## config.mk

```make
export PLATFORM = sky130hd
export DESIGN_NAME = lse_status_bank
export DESIGN_NICKNAME = d
export VERILOG_FILES = /design/src/rtl/lse_pkg.sv /design/src/rtl/lse_lane_if.sv /design/src/rtl/lse_lane_counter.sv /design/src/rtl/lse_status_bank.sv
export SDC_FILE = /design/constraint.sdc
export NUM_CORES = 1
export LEC_CHECK = 0
export ABC_AREA = 1
export BUFFER_PORTS_ARGS = -buffer_cell sky130_fd_sc_hd__buf_2
export CORE_UTILIZATION = 61
export DETAILED_ROUTE_END_ITERATION = 8
export PLACE_DENSITY = 0.83
export SYNTH_ARGS = -nofsm -noshare
export SYNTH_HDL_FRONTEND = slang
export SYNTH_SLANG_ARGS = --single-unit
```

## constraint.sdc

```tcl
create_clock -name clk_sys -period 9.1 [get_ports clk_sys]
set_input_delay 1.82 -clock clk_sys [delete_from_list [all_inputs] [get_ports clk_sys]]
set_output_delay 1.82 -clock clk_sys [all_outputs]
set_load 0.01 [all_outputs]
```

## src/rtl/lse_pkg.sv

```systemverilog
// package: register map, field positions and reset values of the lane status bank
package lse_pkg;
  localparam int          LSE_LANES      = 4;
  localparam int          LSE_CW         = 16;
  localparam int          LSE_AW         = 8;
  // register indices; byte address is four times the index
  localparam logic [7:0]  LSE_IDX_LANE0  = 8'h11;
  localparam logic [7:0]  LSE_IDX_LANE1  = 8'h12;
  localparam logic [7:0]  LSE_IDX_LANE2  = 8'h13;
  localparam logic [7:0]  LSE_IDX_LANE3  = 8'h14;
  localparam logic [7:0]  LSE_IDX_STATUS = 8'h15;
  // configuration registers kept locally (lane select, pattern select)
  localparam logic [7:0]  LSE_IDX_CFG    = 8'h0C;
  localparam logic [7:0]  LSE_IDX_TPCFG  = 8'h0B;
  localparam logic [7:0]  LSE_IDX_IRQ_ST = 8'h30;
  localparam logic [7:0]  LSE_IDX_IRQ_EN = 8'h31;
  localparam logic [7:0]  LSE_IDX_IRQ_CL = 8'h32;
  localparam int          LSE_CFG_SEL_LO = 12;
  localparam int          LSE_TP_SEL_LO  = 4;
  localparam int          LSE_TP_EN_BIT  = 0;
  localparam int          LSE_ST_FIFO    = 15;
  localparam int          LSE_ST_ALIGN   = 11;
  localparam int          LSE_ST_LOS     = 10;
  localparam int          LSE_ST_SYNC    = 8;
  localparam int          LSE_ST_DEC     = 3;
  localparam logic [15:0] LSE_CNT_RESET  = 16'hFFFD;
  localparam logic [15:0] LSE_CNT_CLEAR  = 16'h0000;
  localparam logic [15:0] LSE_ST_RESET   = 16'h0000;
  localparam logic [15:0] LSE_CNT_MAX    = 16'hFFFF;
  // interrupt bits: fifo fault, los, sync lost, bad decode
  localparam int          LSE_IRQ_W      = 4;
endpackage

```

## src/rtl/lse_lane_if.sv

```systemverilog
// interface: one lane counter's inputs and clear-on-read strobe
`timescale 1ns/1ns
`default_nettype none
interface lse_lane_if;
  import lse_pkg::*;
  logic            bad_word;
  logic [3:0]      tp_errs;
  logic            tp_mode;
  logic            rd_clr;
  logic [15:0]     count;
  modport ctr (input bad_word, input tp_errs, input tp_mode, input rd_clr, output count);
  modport top (output bad_word, output tp_errs, output tp_mode, output rd_clr, input count);
endinterface
`default_nettype wire

```

## src/rtl/lse_lane_counter.sv

```systemverilog
// module: one saturating lane error counter, cleared when read
`timescale 1ns/1ns
`default_nettype none
module lse_lane_counter
  import lse_pkg::*;
(
  // clock and reset
  input wire logic clk_sys,
  input wire logic sys_rst,
  // lane
  lse_lane_if.ctr  ln
);
  typedef struct packed {
    logic [15:0] cnt;
  } lse_ctr_t;
  lse_ctr_t st_q;
  lse_ctr_t st_d;
  logic [16:0] sum;
  logic [15:0] add;

  always_comb begin
    add = ln.tp_mode ? {12'h000, ln.tp_errs} : {15'h0000, ln.bad_word};
    sum = {1'b0, st_q.cnt} + {1'b0, add};
    st_d = st_q;
    // saturate rather than wrap so a burst never reads as few errors
    st_d.cnt = sum[16] ? LSE_CNT_MAX : sum[15:0];
    // errors in the read cycle are kept, not lost to the clear
    if (ln.rd_clr) begin
      st_d.cnt = add;
    end
  end

  always_ff @(posedge clk_sys or posedge sys_rst) begin
    if (sys_rst) begin
      st_q.cnt <= LSE_CNT_RESET;
    end else begin
      st_q <= st_d;
    end
  end

  assign ln.count = st_q.cnt;

  a_clear_on_read: assert property (
    @(posedge clk_sys) disable iff (sys_rst)
    ln.rd_clr |=> (st_q.cnt == $past(add)))
    else $error("counter not cleared by read");
  a_count_func: assert property (
    @(posedge clk_sys) disable iff (sys_rst)
    (!ln.rd_clr && !ln.tp_mode && ln.bad_word && st_q.cnt < 16'hFFFE)
    |=> st_q.cnt == $past(st_q.cnt) + 16'h0001)
    else $error("bad word not counted");
  a_count_hold: assert property (
    @(posedge clk_sys) disable iff (sys_rst)
    (!ln.rd_clr && !ln.tp_mode && !ln.bad_word) |=> $stable(st_q.cnt))
    else $error("counter moved without error");
endmodule
`default_nettype wire

```

## src/rtl/lse_status_bank.sv

```systemverilog
// module: low-speed lane error counters and alignment status register bank
//
// Design decision made here: strobed register access.
`timescale 1ns/1ns
`default_nettype none
module lse_status_bank
  import lse_pkg::*;
(
  // clock and reset
  input  wire logic        clk_sys,
  input  wire logic        sys_rst,
  // register port
  input  wire logic [7:0]  reg_addr,
  input  wire logic [15:0] reg_wdata,
  input  wire logic        reg_wr,
  input  wire logic        reg_rd,
  output var  logic [15:0] reg_rdata,
  // lane alignment slave, per lane except the fifo fault
  input  wire logic [3:0]  lane_bad_word,
  input  wire logic [15:0] lane_tp_errs,
  input  wire logic [3:0]  lane_signal_absent,
  input  wire logic [3:0]  slave_channel_synced,
  input  wire logic [3:0]  slave_bad_decode,
  input  wire logic        align_fifo_fault,
  // lane alignment master
  input  wire logic        master_align_sequence_active,
  // interrupt
  output var  logic        irq
);
  typedef struct packed {
    logic [15:0] rdata;
    logic [1:0]  lane_sel;
    logic [1:0]  tp_sel;
    logic        tp_en;
    logic        fifo_lh;
    logic        los_lh;
    logic        sync_ll;
    logic        dec_lh;
    logic [3:0]  irq_st;
    logic [3:0]  irq_en;
    logic        irq;
    logic [2:0]  ext_s1;
    logic [2:0]  ext_s2;
    logic [2:0]  ext_s3;
    logic [2:0]  ext_f;
  } lse_state_t;

  lse_state_t  st_q;
  lse_state_t  st_d;
  logic [15:0] cnt [LSE_LANES];
  logic [3:0]  rd_clr;
  logic [15:0] status_word;
  logic        sel_los;
  logic        sel_sync;
  logic        sel_dec;
  logic        fifo_now;
  logic        align_now;
  logic [3:0]  ev;
  logic        status_rd;

  // fifo, align and the selected lane flags come from other domains
  assign sel_los  = lane_signal_absent[st_q.lane_sel];
  assign sel_sync = slave_channel_synced[st_q.lane_sel];
  assign sel_dec  = slave_bad_decode[st_q.lane_sel];
  // status read strobe, shared by the flag checks below
  assign status_rd = reg_rd && reg_addr == LSE_IDX_STATUS;

  // counters: lane 0 at 0x11, lanes 1..3 follow
  genvar g;
  for (g = 0; g < LSE_LANES; g++) begin : g_lane
    lse_lane_if lif ();
    assign lif.bad_word = lane_bad_word[g];
    assign lif.tp_errs  = lane_tp_errs[g*4 +: 4];
    assign lif.tp_mode  = st_q.tp_en;
    assign lif.rd_clr   = rd_clr[g];
    assign cnt[g]       = lif.count;
    lse_lane_counter u_ctr (
      .clk_sys (clk_sys),
      .sys_rst (sys_rst),
      .ln      (lif)
    );
  end

  always_comb begin
    rd_clr = 4'h0;
    if (reg_rd && reg_addr == LSE_IDX_LANE0) begin
      rd_clr[0] = 1'b1;
    end else if (reg_rd && reg_addr == LSE_IDX_LANE1) begin
      rd_clr[1] = 1'b1;
    end else if (reg_rd && reg_addr == LSE_IDX_LANE2) begin
      rd_clr[2] = 1'b1;
    end else if (reg_rd && reg_addr == LSE_IDX_LANE3) begin
      rd_clr[3] = 1'b1;
    end
  end

  always_comb begin
    fifo_now  = st_q.ext_f[0];
    align_now = st_q.ext_f[1];
    status_word = LSE_ST_RESET;
    status_word[LSE_ST_FIFO]  = st_q.fifo_lh;
    status_word[LSE_ST_ALIGN] = align_now;
    status_word[LSE_ST_LOS]   = st_q.los_lh;
    status_word[LSE_ST_SYNC]  = st_q.sync_ll;
    status_word[LSE_ST_DEC]   = st_q.dec_lh;
  end

  always_comb begin
    st_d = st_q;
    // three-stage synchronisers for the fifo, align and selected lane sync inputs
    st_d.ext_s1 = {sel_sync, master_align_sequence_active, align_fifo_fault};
    st_d.ext_s2 = st_q.ext_s1;
    st_d.ext_s3 = st_q.ext_s2;
    // a change is taken only once stages two and three agree; one-cycle glitches are dropped
    st_d.ext_f  = (st_q.ext_s2 & st_q.ext_s3) | (st_q.ext_f & (st_q.ext_s2 ^ st_q.ext_s3));
    ev = 4'h0;
    // latched flags: a read re-arms them, a live condition wins
    if (reg_rd && reg_addr == LSE_IDX_STATUS) begin
      st_d.fifo_lh = fifo_now;
      st_d.los_lh  = sel_los;
      st_d.sync_ll = st_q.ext_f[2];
      st_d.dec_lh  = sel_dec;
    end else begin
      st_d.fifo_lh = st_q.fifo_lh | fifo_now;
      st_d.los_lh  = st_q.los_lh | sel_los;
      st_d.sync_ll = st_q.sync_ll & st_q.ext_f[2];
      st_d.dec_lh  = st_q.dec_lh | sel_dec;
    end
    ev[0] = fifo_now;
    ev[1] = sel_los;
    ev[2] = st_q.sync_ll & ~st_q.ext_f[2];
    ev[3] = sel_dec;
    // read data, one cycle later
    st_d.rdata = 16'h0000;
    if (reg_rd) begin
      if (reg_addr == LSE_IDX_LANE0) begin
        st_d.rdata = cnt[0];
      end else if (reg_addr == LSE_IDX_LANE1) begin
        st_d.rdata = cnt[1];
      end else if (reg_addr == LSE_IDX_LANE2) begin
        st_d.rdata = cnt[2];
      end else if (reg_addr == LSE_IDX_LANE3) begin
        st_d.rdata = cnt[3];
      end else if (reg_addr == LSE_IDX_STATUS) begin
        st_d.rdata = status_word;
      end else if (reg_addr == LSE_IDX_CFG) begin
        st_d.rdata = {2'b00, st_q.lane_sel, 12'h000};
      end else if (reg_addr == LSE_IDX_TPCFG) begin
        st_d.rdata = {10'h000, st_q.tp_sel, 3'b000, st_q.tp_en};
      end else if (reg_addr == LSE_IDX_IRQ_ST) begin
        st_d.rdata = {12'h000, st_q.irq_st};
      end else if (reg_addr == LSE_IDX_IRQ_EN) begin
        st_d.rdata = {12'h000, st_q.irq_en};
      end
    end
    // writes to the status and counters are ignored
    if (reg_wr) begin
      if (reg_addr == LSE_IDX_CFG) begin
        st_d.lane_sel = reg_wdata[LSE_CFG_SEL_LO +: 2];
      end else if (reg_addr == LSE_IDX_TPCFG) begin
        st_d.tp_sel = reg_wdata[LSE_TP_SEL_LO +: 2];
        st_d.tp_en  = reg_wdata[LSE_TP_EN_BIT];
      end else if (reg_addr == LSE_IDX_IRQ_EN) begin
        st_d.irq_en = reg_wdata[LSE_IRQ_W-1:0];
      end else if (reg_addr == LSE_IDX_IRQ_CL) begin
        st_d.irq_st = st_q.irq_st & ~reg_wdata[LSE_IRQ_W-1:0];
      end
    end
    st_d.irq_st = st_d.irq_st | ev;
    st_d.irq = |(st_d.irq_st & st_d.irq_en);
  end

  always_ff @(posedge clk_sys or posedge sys_rst) begin
    if (sys_rst) begin
      st_q <= '0;
      st_q.sync_ll <= 1'b0;
    end else begin
      st_q <= st_d;
    end
  end

  assign reg_rdata = st_q.rdata;
  assign irq       = st_q.irq;

  // flag, read path and interrupt checks
  a_fifo_latch: assert property (
    @(posedge clk_sys) disable iff (sys_rst)
    (st_q.fifo_lh && !status_rd) |=> st_q.fifo_lh)
    else $error("fifo fault flag dropped before read");

  a_fifo_set: assert property (
    @(posedge clk_sys) disable iff (sys_rst)
    fifo_now |=> st_q.fifo_lh)
    else $error("fifo fault not latched");

  a_los_latch: assert property (
    @(posedge clk_sys) disable iff (sys_rst)
    sel_los |=> st_q.los_lh)
    else $error("los flag not latched");

  a_los_hold: assert property (
    @(posedge clk_sys) disable iff (sys_rst)
    (st_q.los_lh && !status_rd) |=> st_q.los_lh)
    else $error("los flag dropped before read");

  a_los_rearm: assert property (
    @(posedge clk_sys) disable iff (sys_rst)
    (status_rd && !sel_los) |=> !st_q.los_lh)
    else $error("los flag not re-armed by read");

  a_sync_low: assert property (
    @(posedge clk_sys) disable iff (sys_rst)
    (!st_q.sync_ll && !status_rd) |=> !st_q.sync_ll)
    else $error("sync flag rose without read");

  a_sync_fall: assert property (
    @(posedge clk_sys) disable iff (sys_rst)
    !st_q.ext_f[2] |=> !st_q.sync_ll)
    else $error("sync loss not latched");

  a_sync_rearm: assert property (
    @(posedge clk_sys) disable iff (sys_rst)
    (status_rd && st_q.ext_f[2]) |=> st_q.sync_ll)
    else $error("sync flag not re-armed by read");

  a_dec_latch: assert property (
    @(posedge clk_sys) disable iff (sys_rst)
    (st_q.dec_lh && !status_rd) |=> st_q.dec_lh)
    else $error("decode flag dropped before read");

  a_dec_set: assert property (
    @(posedge clk_sys) disable iff (sys_rst)
    sel_dec |=> st_q.dec_lh)
    else $error("decode error not latched");

  a_reserved_zero: assert property (
    @(posedge clk_sys) disable iff (sys_rst)
    status_rd |=> (reg_rdata & 16'h72F7) == 16'h0000)
    else $error("reserved status bits set");

  a_align_live: assert property (
    @(posedge clk_sys) disable iff (sys_rst)
    (status_rd && st_q.ext_f[1] == st_q.ext_s3[1])
    |=> reg_rdata[LSE_ST_ALIGN] == $past(st_q.ext_s3[1]))
    else $error("align state bit wrong");

  a_filter_hold: assert property (
    @(posedge clk_sys) disable iff (sys_rst)
    (st_q.ext_s2[1] != st_q.ext_s3[1]) |=> $stable(st_q.ext_f[1]))
    else $error("align filter moved on disagreement");

  a_lane_select: assert property (
    @(posedge clk_sys) disable iff (sys_rst)
    (reg_wr && reg_addr == LSE_IDX_CFG) |=> st_q.lane_sel == $past(reg_wdata[13:12]))
    else $error("lane select not written");

  a_lane0_read: assert property (
    @(posedge clk_sys) disable iff (sys_rst)
    (reg_rd && reg_addr == LSE_IDX_LANE0) |=> reg_rdata == $past(cnt[0]))
    else $error("lane 0 read data wrong");

  a_lane1_read: assert property (
    @(posedge clk_sys) disable iff (sys_rst)
    (reg_rd && reg_addr == LSE_IDX_LANE1) |=> reg_rdata == $past(cnt[1]))
    else $error("lane 1 read data wrong");

  a_lane2_read: assert property (
    @(posedge clk_sys) disable iff (sys_rst)
    (reg_rd && reg_addr == LSE_IDX_LANE2) |=> reg_rdata == $past(cnt[2]))
    else $error("lane 2 read data wrong");

  a_cnt_read: assert property (
    @(posedge clk_sys) disable iff (sys_rst)
    (reg_rd && reg_addr == LSE_IDX_LANE3) |=> reg_rdata == $past(cnt[3]))
    else $error("lane 3 read data wrong");

  a_status_no_write: assert property (
    @(posedge clk_sys) disable iff (sys_rst)
    (reg_wr && !reg_rd && reg_addr == LSE_IDX_STATUS && !fifo_now) |=> $stable(st_q.fifo_lh))
    else $error("status write changed a flag");

  a_irq_level: assert property (
    @(posedge clk_sys) disable iff (sys_rst)
    irq == (|(st_q.irq_st & st_q.irq_en)))
    else $error("interrupt level wrong");

  a_irq_sticky: assert property (
    @(posedge clk_sys) disable iff (sys_rst)
    fifo_now |=> st_q.irq_st[0])
    else $error("fifo fault interrupt not set");
endmodule
`default_nettype wire
```

==> results_tabular.tex, run 1 <==
\begin{tabular}{lr}
\hline
Metric & Value \\
\hline
\multicolumn{2}{l}{\textbf{Outcome}} \\
Status & finished, final reports clean \\
\multicolumn{2}{l}{\textbf{STA}} \\
Post-layout minimum cycle time & 3.38 ns \\
Setup total negative slack & 0 ns \\
WHS & 0.351 ns \\
Tightest slew margin relative to the limit & 50.9\% \\
Maximum clock skew at final layout & 0.00432 ns \\
Max Clock Freq & 296 MHz \\
Number of failing hold endpoints at the final stage & 0 \\
RSZ-0062 raised after global routing & false \\
Final setup violation count & 0 \\
Minimum setup slack in the final design & 5.72 ns \\
Slew at the pin with the worst max-slew slack & 0.737 ns \\
Count of final max-slew check failures & 0 \\
Portion of the clock cycle consumed by the worst path in the final layout & 37.2\% \\
\multicolumn{2}{l}{\textbf{Setup path}} \\
Cell repeated most along the worst path & nand2\_1 \\
Crit start category & input port \\
Crit path capture type & flop \\
Cells along the critical path & buf\_2 > nand2\_1 > nand2\_1 > ha\_1 > fa\_1 > nand3\_1 > nand2\_1 > nand2\_1 > nor2\_2 > nand3\_1 > nand2\_1 > o21ai\_0 > inv\_1 \\
CP required & 9.38 ns \\
Arrival time of data at the critical path endpoint & 3.67 ns \\
Class of the most critical setup path & in -> reg \\
FF-to-FF setup slack & 6.45 ns \\
Slowest cell delay on critical path & 0.43 ns \\
Largest fanout of any net on the critical path & 6 \\
Max stage delay cell, worst path & fa\_1 \\
\multicolumn{2}{l}{\textbf{Final layout}} \\
Number of fill cells in the layout & 939 \\
Proportion of layout cells with a drive suffix above 1 & 19.6\% \\
Most frequent cells in the layout & nand2\_1, inv\_1, nor2\_1 \\
Diodes inserted & 0 \\
Leading cell type in the layout, fill and taps excluded & nand2\_1 \\
Number of standard cells in the final layout excluding fillers & 1109 \\
Number of nets in the layout & 1049 \\
Area growth from synthesis to layout & 7.86\% \\
\multicolumn{2}{l}{\textbf{Yosys}} \\
Count of warnings emitted by yosys & 0 \\
Sequential element share of the synthesized area & 40.3\% \\
Synth Area per Inst & 7.68 um\^{}2 \\
Share of Yosys cell area claimed by the top area cell type & 22.5\% \\
Largest cells by area after synthesis & dfstp\_2, dfrtp\_1, nand2\_1 \\
Synthesized instance count & 914 \\
Cell area after technology mapping & 7020 um\^{}2 \\
Post-synth top area cell & dfstp\_2 \\
Nets in the synthesized netlist & 999 \\
Synth cell types & 48 \\
Synth Register Bits & 110 \\
\multicolumn{2}{l}{\textbf{Placement}} \\
Buffers on Ports & 70 \\
Placer congestion estimate & 0.919 \\
Placed cells & 1093 \\
HPWL Detailed & 12500 um \\
Post-placement setup slack & 5.37 ns \\
\multicolumn{2}{l}{\textbf{Floorplanning}} \\
Die boundary width & 109 um \\
Die height & 109 um \\
Core Region & 11000 um\^{}2 \\
\# rows & 38 \\
Die Area & 11900 um\^{}2 \\
Initial core utilization & 63.6\% \\
Io pins & 79 \\
\multicolumn{2}{l}{\textbf{Power and ir drop}} \\
Fraction of power consumed by sequential logic & 49.0\% \\
Power density over the cells & 199 nW/um\^{}2 \\
Gate power share & 27.1\% \\
Int Pwr & 986 uW \\
Final Total Pwr & 1.50 mW \\
Clk network pwr share & 23.9\% \\
Sw Ratio & 34.5\% \\
Leakage & 3.99 nW \\
Worst IR drop on VDD & 0.187 mV \\
Switching power & 518 uW \\
\multicolumn{2}{l}{\textbf{Route}} \\
Average wire length per cell after detail routing & 14.9 um \\
Final routed DRC violation total & 0 \\
Number of optimization iterations in the first detailed-route pass & 6 \\
Starting DRT DRC Count & 555 \\
Total number of vias & 6161 \\
Post-detailed-route via-to-cell ratio & 5.56 \\
Residual antenna-violating net count after detailed routing & 0 \\
Routed wire length & 16500 um \\
\multicolumn{2}{l}{\textbf{CTS}} \\
Hold-fix buffer count after cts & 0 \\
TritonCTS clock tree & done \\
CTS buffer count & 9 \\
Buffer cell driving the clock tree root & clkbuf\_16 \\
Clock slew at reported path FFs & 0.07 ns \\
Clk buf depth & 2 \\
\# H-tree levels & 3 \\
Setup repair bufs after CTS & 0 \\
Number of instances resized during post-cts repair & 0 \\
TritonCTS Sinks & 110 \\
Clock latency on the worst-skew pair & 0.35 ns \\
\multicolumn{2}{l}{\textbf{Job}} \\
Number of violations of the max-capacitance limit & 0 \\
\multicolumn{2}{l}{\textbf{Global route}} \\
Global-route wire length before repair & 26900 um \\
Number of global-route vias before repair & 5566 \\
All-layer global routing usage & 29.7\% \\
Number of antenna violations at the first check in global routing & 0 \\
Remaining Overflow, GRT & 0 \\
Largest net degree at the start of global routing & 60 \\
\multicolumn{2}{l}{\textbf{Min path}} \\
Path class of the lowest-slack min-delay path & reg -> reg \\
\hline
\end{tabular}
==> critical path, delay by kind of cell <==
kind | cells | cell delay [ns]
simple gates | 8 | 0.88
fa+ha+maj | 2 | 0.66
buf+inv | 2 | 0.14
compound gates | 1 | 0.14
==> registers in the layout, indices dropped and copies added, names as in the netlist <==
signal                 flops
ev                         1
reg_rdata                 16
irq                        1
align_now                  1
st_q                      20
st_d                       6
g_lane.lif.tp_mode         1
g_lane.u_ctr.ln.count     64
==> area by class of cell <==
type / instances / area, um^2 / area share, %
clock buffers: 12 / 236 / 3.12
inverters: 119 / 453 / 5.98
repair buffers: 72 / 365 / 4.83
clock inverters: 4 / 25.0 / 0.331
well taps: 140 / 175 / 2.31
flip-flops and latches: 110 / 2830 / 37.4
multi-input cells: 652 / 3490 / 46.1
==> synth_stat cells (all sizes together) <==
| cell | instances |
|---|---|
| inv | 118 |
| nor3b | 5 |
| a21oi | 44 |
| o211ai | 8 |
| nor3 | 20 |
| xor2 | 15 |
| dfrtp | 50 |
| clkinv | 1 |
| nand3 | 70 |
| dfstp | 60 |
| nor2 | 95 |
| nand3b | 2 |
| o21a | 1 |
| fa | 4 |
| nor4 | 5 |
| a21o | 4 |
| xnor2 | 14 |
| clkbuf | 3 |
| nand4 | 5 |
| nand2 | 253 |
| buf | 30 |
| a31oi | 19 |
| o21ai | 65 |
| o22ai | 4 |
| ha | 19 |
==> per-layer routing <==
layer	GRT usage, %	share of wire, %	vias to the layer above
li1	-	-	3030
met1	42.2	45	2869
met3	4.96	7.3	37
met5	0	0	-
met2	45.3	45	225
met4	11.4	2.7	0
==> through the flow <==
step,area (um^2),util (%)
after CTS,7570,68.6
after global placement,7310,66.2
after global routing,7570,68.6
after floorplan,7020,-
after detailed placement,7310,66.2
final,7570,68.6
==> final timing paths <==
kind	from	endpoint	cells past startpoint
worst max-delay path	lane_tp_errs[8]	g_lane[2].u_ctr.ln.count[9]	13
worst min register to register	st_d[7]	st_d[4]	0
worst min-delay path	st_d[7]	st_d[4]	0
min in group asynchronous	sys_rst	st_d[4]	2
worst max register to register	g_lane[0].lif.tp_mode	g_lane[2].u_ctr.ln.count[9]	14
max in group asynchronous	sys_rst	reg_rdata[7]	3
==> cell families (layout without fill, tap and decap cells) <==
| logic type | count (synthesis) | count (layout) | synth area share (%) |
|---|---|---|---|
| adder cells (fa/ha/maj) | 23 | 23 | 4.53 |
| AND/OR/NAND/NOR | 455 | 455 | 30.1 |
| buffers and inverters | 152 | 207 | 10.0 |
| AO/OA/AOI/OAI | 145 | 145 | 11.5 |
| flip-flops | 110 | 110 | 40.3 |
| XOR/XNOR | 29 | 29 | 3.62 |
==> power by group through the flow <==
| stage | clock (mW) | sequential (mW) | combinational, mW |
|---|---|---|---|
| floorplan | 0 | 0.704 | 0.324 |
| global placement | 0 | 0.738 | 0.387 |
| detailed placement | 0 | 0.741 | 0.403 |
| CTS | 0.368 | 0.734 | 0.405 |
| global route | 0.385 | 0.750 | 0.463 |
| finish | 0.359 | 0.737 | 0.408 |
Note: power is estimated with default switching activity, not from simulation.
==> inputs of run 2 (changes only) <==
- CORE_UTILIZATION: 61 -> 54
- PLACE_DENSITY: 0.83 -> 0.77
- clock period: 9.1 -> 3.1 ns (I/O delays scaled with it)
==> run 2 against run 1 <==
Compared with the run above: sequential power grew to 2.9 times the previous value; die area is 13% higher; count of clock-buffer cells in the layout is 2 higher; first-iteration DRC count is 12% lower; final cell count is 3.2% higher; register-to-register slack worse by 6.0 ns; non-clock buffer count is 4 higher; sequential share of layout area is 0.49 points lower.
==> results_tabular.tex, run 2 (synthesis results as in run 1) <==
\begin{tabular}{lr}
\hline
Metric & Value \\
\hline
\multicolumn{2}{l}{\textbf{Global route}} \\
All-layer global routing usage & 26.8\% \\
Global-route wire length before repair & 27400 um \\
Number of antenna violations at the first check in global routing & 0 \\
Number of global-route vias before repair & 5728 \\
Largest net degree at the start of global routing & 58 \\
Remaining Overflow, GRT & 0 \\
\multicolumn{2}{l}{\textbf{CTS}} \\
TritonCTS Sinks & 110 \\
CTS buffer count & 9 \\
Setup repair bufs after CTS & 0 \\
Clock latency on the worst-skew pair & 0.36 ns \\
Hold-fix buffer count after cts & 0 \\
Number of instances resized during post-cts repair & 0 \\
Clock slew at reported path FFs & 0.08 ns \\
TritonCTS clock tree & done \\
Clk buf depth & 2 \\
\# H-tree levels & 3 \\
Buffer cell driving the clock tree root & clkbuf\_16 \\
\multicolumn{2}{l}{\textbf{Placement}} \\
Placed cells & 1129 \\
Post-detailed-placement cell area & 7390 um\^{}2 \\
Post-placement setup slack & 0.416 ns \\
HPWL Detailed & 12700 um \\
Buffers on Ports & 70 \\
Placer congestion estimate & 0.897 \\
\multicolumn{2}{l}{\textbf{Power and ir drop}} \\
Worst IR drop on VDD & 0.416 mV \\
Final Total Pwr & 4.47 mW \\
Power density over the cells & 583 nW/um\^{}2 \\
Leakage & 4.02 nW \\
\multicolumn{2}{l}{\textbf{STA}} \\
Portion of the clock cycle consumed by the worst path in the final layout & 87.0\% \\
Final setup violation count & 0 \\
Number of failing hold endpoints at the final stage & 0 \\
Slew at the pin with the worst max-slew slack & 0.556 ns \\
Max Clock Freq & 371 MHz \\
Setup total negative slack & 0 ns \\
Post-layout minimum cycle time & 2.70 ns \\
Maximum clock skew at final layout & 0.0128 ns \\
Minimum setup slack in the final design & 0.402 ns \\
Count of final max-slew check failures & 0 \\
WHS & 0.279 ns \\
RSZ-0062 raised after global routing & false \\
Tightest slew margin relative to the limit & 62.5\% \\
\multicolumn{2}{l}{\textbf{Route}} \\
Final routed DRC violation total & 0 \\
Average wire length per cell after detail routing & 14.4 um \\
Post-detailed-route via-to-cell ratio & 5.38 \\
Number of optimization iterations in the first detailed-route pass & 6 \\
Routed wire length & 16500 um \\
Total number of vias & 6157 \\
Starting DRT DRC Count & 486 \\
Residual antenna-violating net count after detailed routing & 0 \\
\multicolumn{2}{l}{\textbf{Outcome}} \\
Status & finished, final reports clean \\
\multicolumn{2}{l}{\textbf{Floorplanning}} \\
Die boundary width & 116 um \\
\# rows & 41 \\
Io pins & 79 \\
Die height & 116 um \\
Initial core utilization & 55.6\% \\
Die Area & 13500 um\^{}2 \\
Core Region & 12600 um\^{}2 \\
\multicolumn{2}{l}{\textbf{Final layout}} \\
Number of nets in the layout & 1053 \\
Leading cell type in the layout, fill and taps excluded & nand2\_1 \\
Area growth from synthesis to layout & 9.31\% \\
Reg area & 2830 um\^{}2 \\
Flip-flop count of the largest register after layout & 64 \\
Number of standard cells in the final layout excluding fillers & 1144 \\
Proportion of layout cells with a drive suffix above 1 & 20.0\% \\
Diodes inserted & 0 \\
Finished Core Util & 60.8\% \\
Number of fill cells in the layout & 1197 \\
Total non-filler cell area in the finished layout & 7670 um\^{}2 \\
Most frequent cells in the layout & nand2\_1, inv\_1, nor2\_1 \\
Area of the multi-input gates & 3490 um\^{}2 \\
\multicolumn{2}{l}{\textbf{Setup path}} \\
Largest fanout of any net on the critical path & 9 \\
Slowest cell delay on critical path & 0.57 ns \\
Cell repeated most along the worst path & nand2\_1 \\
Arrival time of data at the critical path endpoint & 2.99 ns \\
Crit path capture type & flop \\
Crit start category & flop \\
Class of the most critical setup path & reg -> reg \\
Sum of buffers and inverters on the critical path & 2 \\
CP required & 3.39 ns \\
Max stage delay cell, worst path & dfrtp\_1 \\
Cells along the critical path & inv\_1 > nand2\_1 > nand2\_1 > ha\_1 > fa\_1 > nand3\_1 > nand2\_1 > nand2\_1 > nor2\_2 > nand3\_1 > nand2\_1 > o21ai\_0 > inv\_1 \\
Cell family with the largest share of critical-path delay & simple AND/OR/NAND/NOR gates \\
\multicolumn{2}{l}{\textbf{Job}} \\
Number of violations of the max-capacitance limit & 0 \\
\multicolumn{2}{l}{\textbf{Min path}} \\
Path class of the lowest-slack min-delay path & in -> async \\
\hline
\end{tabular}
run 2: changes by cell type in the layout (fill, tap and decap cells not counted):
cell | before | now
clkinv_2 | 3 | 2
inv_4 | 2 | 1
clkinvlp_4 | 2 | 1
buf_12 | 0 | 1
buf_4 | 2 | 5
clkbuf_1 | 3 | 2
clkbuf_8 | 0 | 3
run 2: power by group:
group / switching (mW) / internal [mW]
clock: 0.502 / 0.606
sequential: 0.294 / 1.88
combinational: 0.716 / 0.478
run 2: worst reg2reg max path, cell delays in order, from the launching register on:
cell	delay, ns
dfrtp_1	0.57
inv_1	0.24
nand2_1	0.10
nand2_1	0.07
ha_1	0.24
fa_1	0.42
nand3_1	0.13
nand2_1	0.08
nand2_1	0.19
nor2_2	0.08
nand3_1	0.24
nand2_1	0.08
o21ai_0	0.15
inv_1	0.05
run 2: layout make-up:
cell class,instances,share of cell area (%)
Multi-Input combinational cell,652,45.4
Sequential cell,110,36.9
Inverter,119,5.92
Timing Repair Buffer,76,5.32
Clock buffer,14,3.57
Tap cell,172,2.81
Clock inverter,1,0.0653
run 2: layer usage:
layer	track usage, %	up-vias	wire length, um
li1	-	3053	-
met5	0	-	0
met1	36.9	2885	7750
met3	5.60	28	958
met4	9.40	0	414
met2	41.8	191	7380
run 2: worst paths after layout:
path | startpoint | end | slack [ns] | depth (start not counted)
setup / recovery | g_lane[0].lif.tp_mode | g_lane[2].u_ctr.ln.count[9] | 0.40 | 13
hold / removal | sys_rst | g_lane[3].u_ctr.ln.count[1] | 0.28 | 2
setup reg to reg | g_lane[0].lif.tp_mode | g_lane[2].u_ctr.ln.count[9] | 0.40 | 13
hold reg to reg | st_d[7] | st_d[4] | 0.35 | 0
max in group asynchronous | sys_rst | g_lane[1].u_ctr.ln.count[9] | 2.03 | 3
min in group clk_sys | st_d[7] | st_d[4] | 0.35 | 0
==> inputs of run 3 (changes only) <==
- GPL_TIMING_DRIVEN: unset -> 0
==> run 3 against run 2 <==
Compared with the run above: setup slack lost 0.051 ns; final cell count rose by 2.5%; register-to-register slack lost 0.05 ns; non-clock buffer count increased by 28; critical path type unchanged; critical endpoint is now g_lane[0].u_ctr.ln.count[11].
==> results_tabular.tex, run 3 (synthesis results as in run 1) <==
\begin{tabular}{lr}
\hline
Metric & Value \\
\hline
\multicolumn{2}{l}{\textbf{Outcome}} \\
Status & finished, final reports clean \\
\multicolumn{2}{l}{\textbf{Setup path}} \\
CP required & 3.38 ns \\
Max stage delay cell, worst path & clkbuf\_2 \\
Crit start category & flop \\
FF-to-FF setup slack & 0.35 ns \\
Slowest cell delay on critical path & 0.36 ns \\
Reg2Reg Capture Point & g\_lane[0].u\_ctr.ln.count[11] \\
Cells along the critical path & buf\_2 > clkbuf\_2 > nand2\_1 > nand2\_1 > ha\_1 > fa\_1 > nand3\_1 > nand3\_2 > nand2\_2 > nor3\_4 > nand2\_2 > buf\_6 > a21oi\_1 \\
Class of the most critical setup path & reg -> reg \\
Arrival time of data at the critical path endpoint & 3.03 ns \\
Crit path capture type & flop \\
Reg-to-Reg Start & g\_lane[0].lif.tp\_mode \\
Largest fanout of any net on the critical path & 10 \\
Worst R2R Path Depth & 13 \\
\multicolumn{2}{l}{\textbf{CTS}} \\
Clk buf depth & 2 \\
\# H-tree levels & 3 \\
Setup repair bufs after CTS & 0 \\
TritonCTS Sinks & 110 \\
TritonCTS clock tree & done \\
Buffer cell driving the clock tree root & clkbuf\_16 \\
Number of instances resized during post-cts repair & 0 \\
Hold-fix buffer count after cts & 0 \\
Clock slew at reported path FFs & 0.07 ns \\
Clock latency on the worst-skew pair & 0.36 ns \\
CTS buffer count & 9 \\
\multicolumn{2}{l}{\textbf{Final layout}} \\
Area of the multi-input gates & 3490 um\^{}2 \\
Flip-flop count of the largest register after layout & 64 \\
Reg area & 2830 um\^{}2 \\
Number of standard cells in the final layout excluding fillers & 1173 \\
Proportion of layout cells with a drive suffix above 1 & 22.1\% \\
Area growth from synthesis to layout & 13.0\% \\
Diodes inserted & 0 \\
Most frequent cells in the layout & nand2\_1, inv\_1, nor2\_1 \\
Leading cell type in the layout, fill and taps excluded & nand2\_1 \\
Total non-filler cell area in the finished layout & 7930 um\^{}2 \\
Finished Core Util & 62.8\% \\
Number of nets in the layout & 1081 \\
Number of fill cells in the layout & 1177 \\
\multicolumn{2}{l}{\textbf{Global route}} \\
Number of antenna violations at the first check in global routing & 0 \\
Largest net degree at the start of global routing & 46 \\
Remaining Overflow, GRT & 0 \\
Global-route wire length before repair & 28600 um \\
All-layer global routing usage & 28.3\% \\
Number of global-route vias before repair & 5834 \\
\multicolumn{2}{l}{\textbf{Min path}} \\
Hold Crit Endpoint & st\_d[3] \\
Path class of the lowest-slack min-delay path & reg -> reg \\
Worst min-delay path startpoint & st\_d[6] \\
Worst hold path stage count & 0 \\
\multicolumn{2}{l}{\textbf{Route}} \\
Average wire length per cell after detail routing & 14.7 um \\
Number of optimization iterations in the first detailed-route pass & 5 \\
Final routed DRC violation total & 0 \\
Starting DRT DRC Count & 518 \\
Residual antenna-violating net count after detailed routing & 0 \\
Post-detailed-route via-to-cell ratio & 5.33 \\
Total number of vias & 6252 \\
Routed wire length & 17300 um \\
\multicolumn{2}{l}{\textbf{STA}} \\
Setup total negative slack & 0 ns \\
RSZ-0062 raised after global routing & false \\
WHS & 0.353 ns \\
Tightest slew margin relative to the limit & 45.6\% \\
Post-layout minimum cycle time & 2.75 ns \\
Final setup violation count & 0 \\
Maximum clock skew at final layout & 0.00981 ns \\
Slew at the pin with the worst max-slew slack & 0.814 ns \\
Max Clock Freq & 364 MHz \\
Number of failing hold endpoints at the final stage & 0 \\
Portion of the clock cycle consumed by the worst path in the final layout & 88.7\% \\
Count of final max-slew check failures & 0 \\
\multicolumn{2}{l}{\textbf{Power and ir drop}} \\
Leakage & 4.18 nW \\
Sw Ratio & 33.7\% \\
Clk network pwr share & 26.5\% \\
Gate power share & 26.4\% \\
Power density over the cells & 582 nW/um\^{}2 \\
Worst IR drop on VDD & 0.407 mV \\
Switching power & 1.55 mW \\
Int Pwr & 3.06 mW \\
Fraction of power consumed by sequential logic & 47.1\% \\
\multicolumn{2}{l}{\textbf{Placement}} \\
Post-detailed-placement cell area & 7620 um\^{}2 \\
Placer congestion estimate & 0.900 \\
Buffers on Ports & 69 \\
Placed cells & 1157 \\
HPWL Detailed & 13400 um \\
\multicolumn{2}{l}{\textbf{Floorplanning}} \\
Initial core utilization & 55.6\% \\
Die boundary width & 116 um \\
Die Area & 13500 um\^{}2 \\
\# rows & 41 \\
Io pins & 79 \\
Die height & 116 um \\
Core Region & 12600 um\^{}2 \\
\multicolumn{2}{l}{\textbf{Job}} \\
Number of violations of the max-capacitance limit & 0 \\
\hline
\end{tabular}
==> run 3: metrics by stage <==
| step | setup WS, ns | power (mW) |
|---|---|---|
| 5_1_grt | 0.0450 | 4.89 |
| 6_report | 0.351 | 4.62 |
| 3_5_place_dp | 0.186 | 3.38 |
| 3_3_place_gp | 0.237 | 3.34 |
| 2_1_floorplan | 0.848 | 3.02 |
| 4_1_cts | 0.157 | 4.62 |
==> run 3: cell type report <==
type                    instances  share of cell area (%)
flip-flops and latches        110                    35.7
clock inverters                 5                   0.931
multi-input cells             652                    44.0
clock buffers                  11                    2.94
well taps                     172                    2.71
repair buffers                 71                    4.86
inverters                     119                    5.73
plain buffers                  33                    3.20
==> run 3: metal layers <==
layer	share of wire, %	global-route usage (%)	up-vias
met5	0	0	-
met3	6.5	6.49	35
met2	45	44.0	203
li1	-	-	3093
met1	46	39.4	2921
met4	2.2	8.55	0
==> run 3: worst max-delay path, delay by kind of cell (launching register included) <==
family | cells | cell delay [ns]
AOI/OAI and AO/OA | 1 | 0.18
adders and majority gates | 2 | 0.52
buffers and inverters | 3 | 0.80
DFF | 1 | 0.32
and+or+nand+nor | 7 | 0.85
==> run 3: worst max path at each step <==
stage	end	from	slack, ns	depth (start not counted)
detailed placement	g_lane[0].u_ctr.ln.count[15]	g_lane[0].lif.tp_mode	0.19	13
global placement	g_lane[2].u_ctr.ln.count[11]	g_lane[0].lif.tp_mode	0.24	14
global route	g_lane[2].u_ctr.ln.count[11]	g_lane[0].lif.tp_mode	0.04	14
floorplan	g_lane[2].u_ctr.ln.count[9]	g_lane[0].lif.tp_mode	0.85	14
CTS	g_lane[0].u_ctr.ln.count[15]	g_lane[0].lif.tp_mode	0.16	13
finish	g_lane[0].u_ctr.ln.count[11]	g_lane[0].lif.tp_mode	0.35	13
==> run 3: power groups by stage <==
stage	registers (mW)	clock network (mW)	logic, mW
global placement	2.18	0	1.16
detailed placement	2.18	0	1.20
finish	2.17	1.22	1.22
floorplan	2.07	0	0.953
global route	2.21	1.30	1.38
CTS	2.16	1.24	1.21
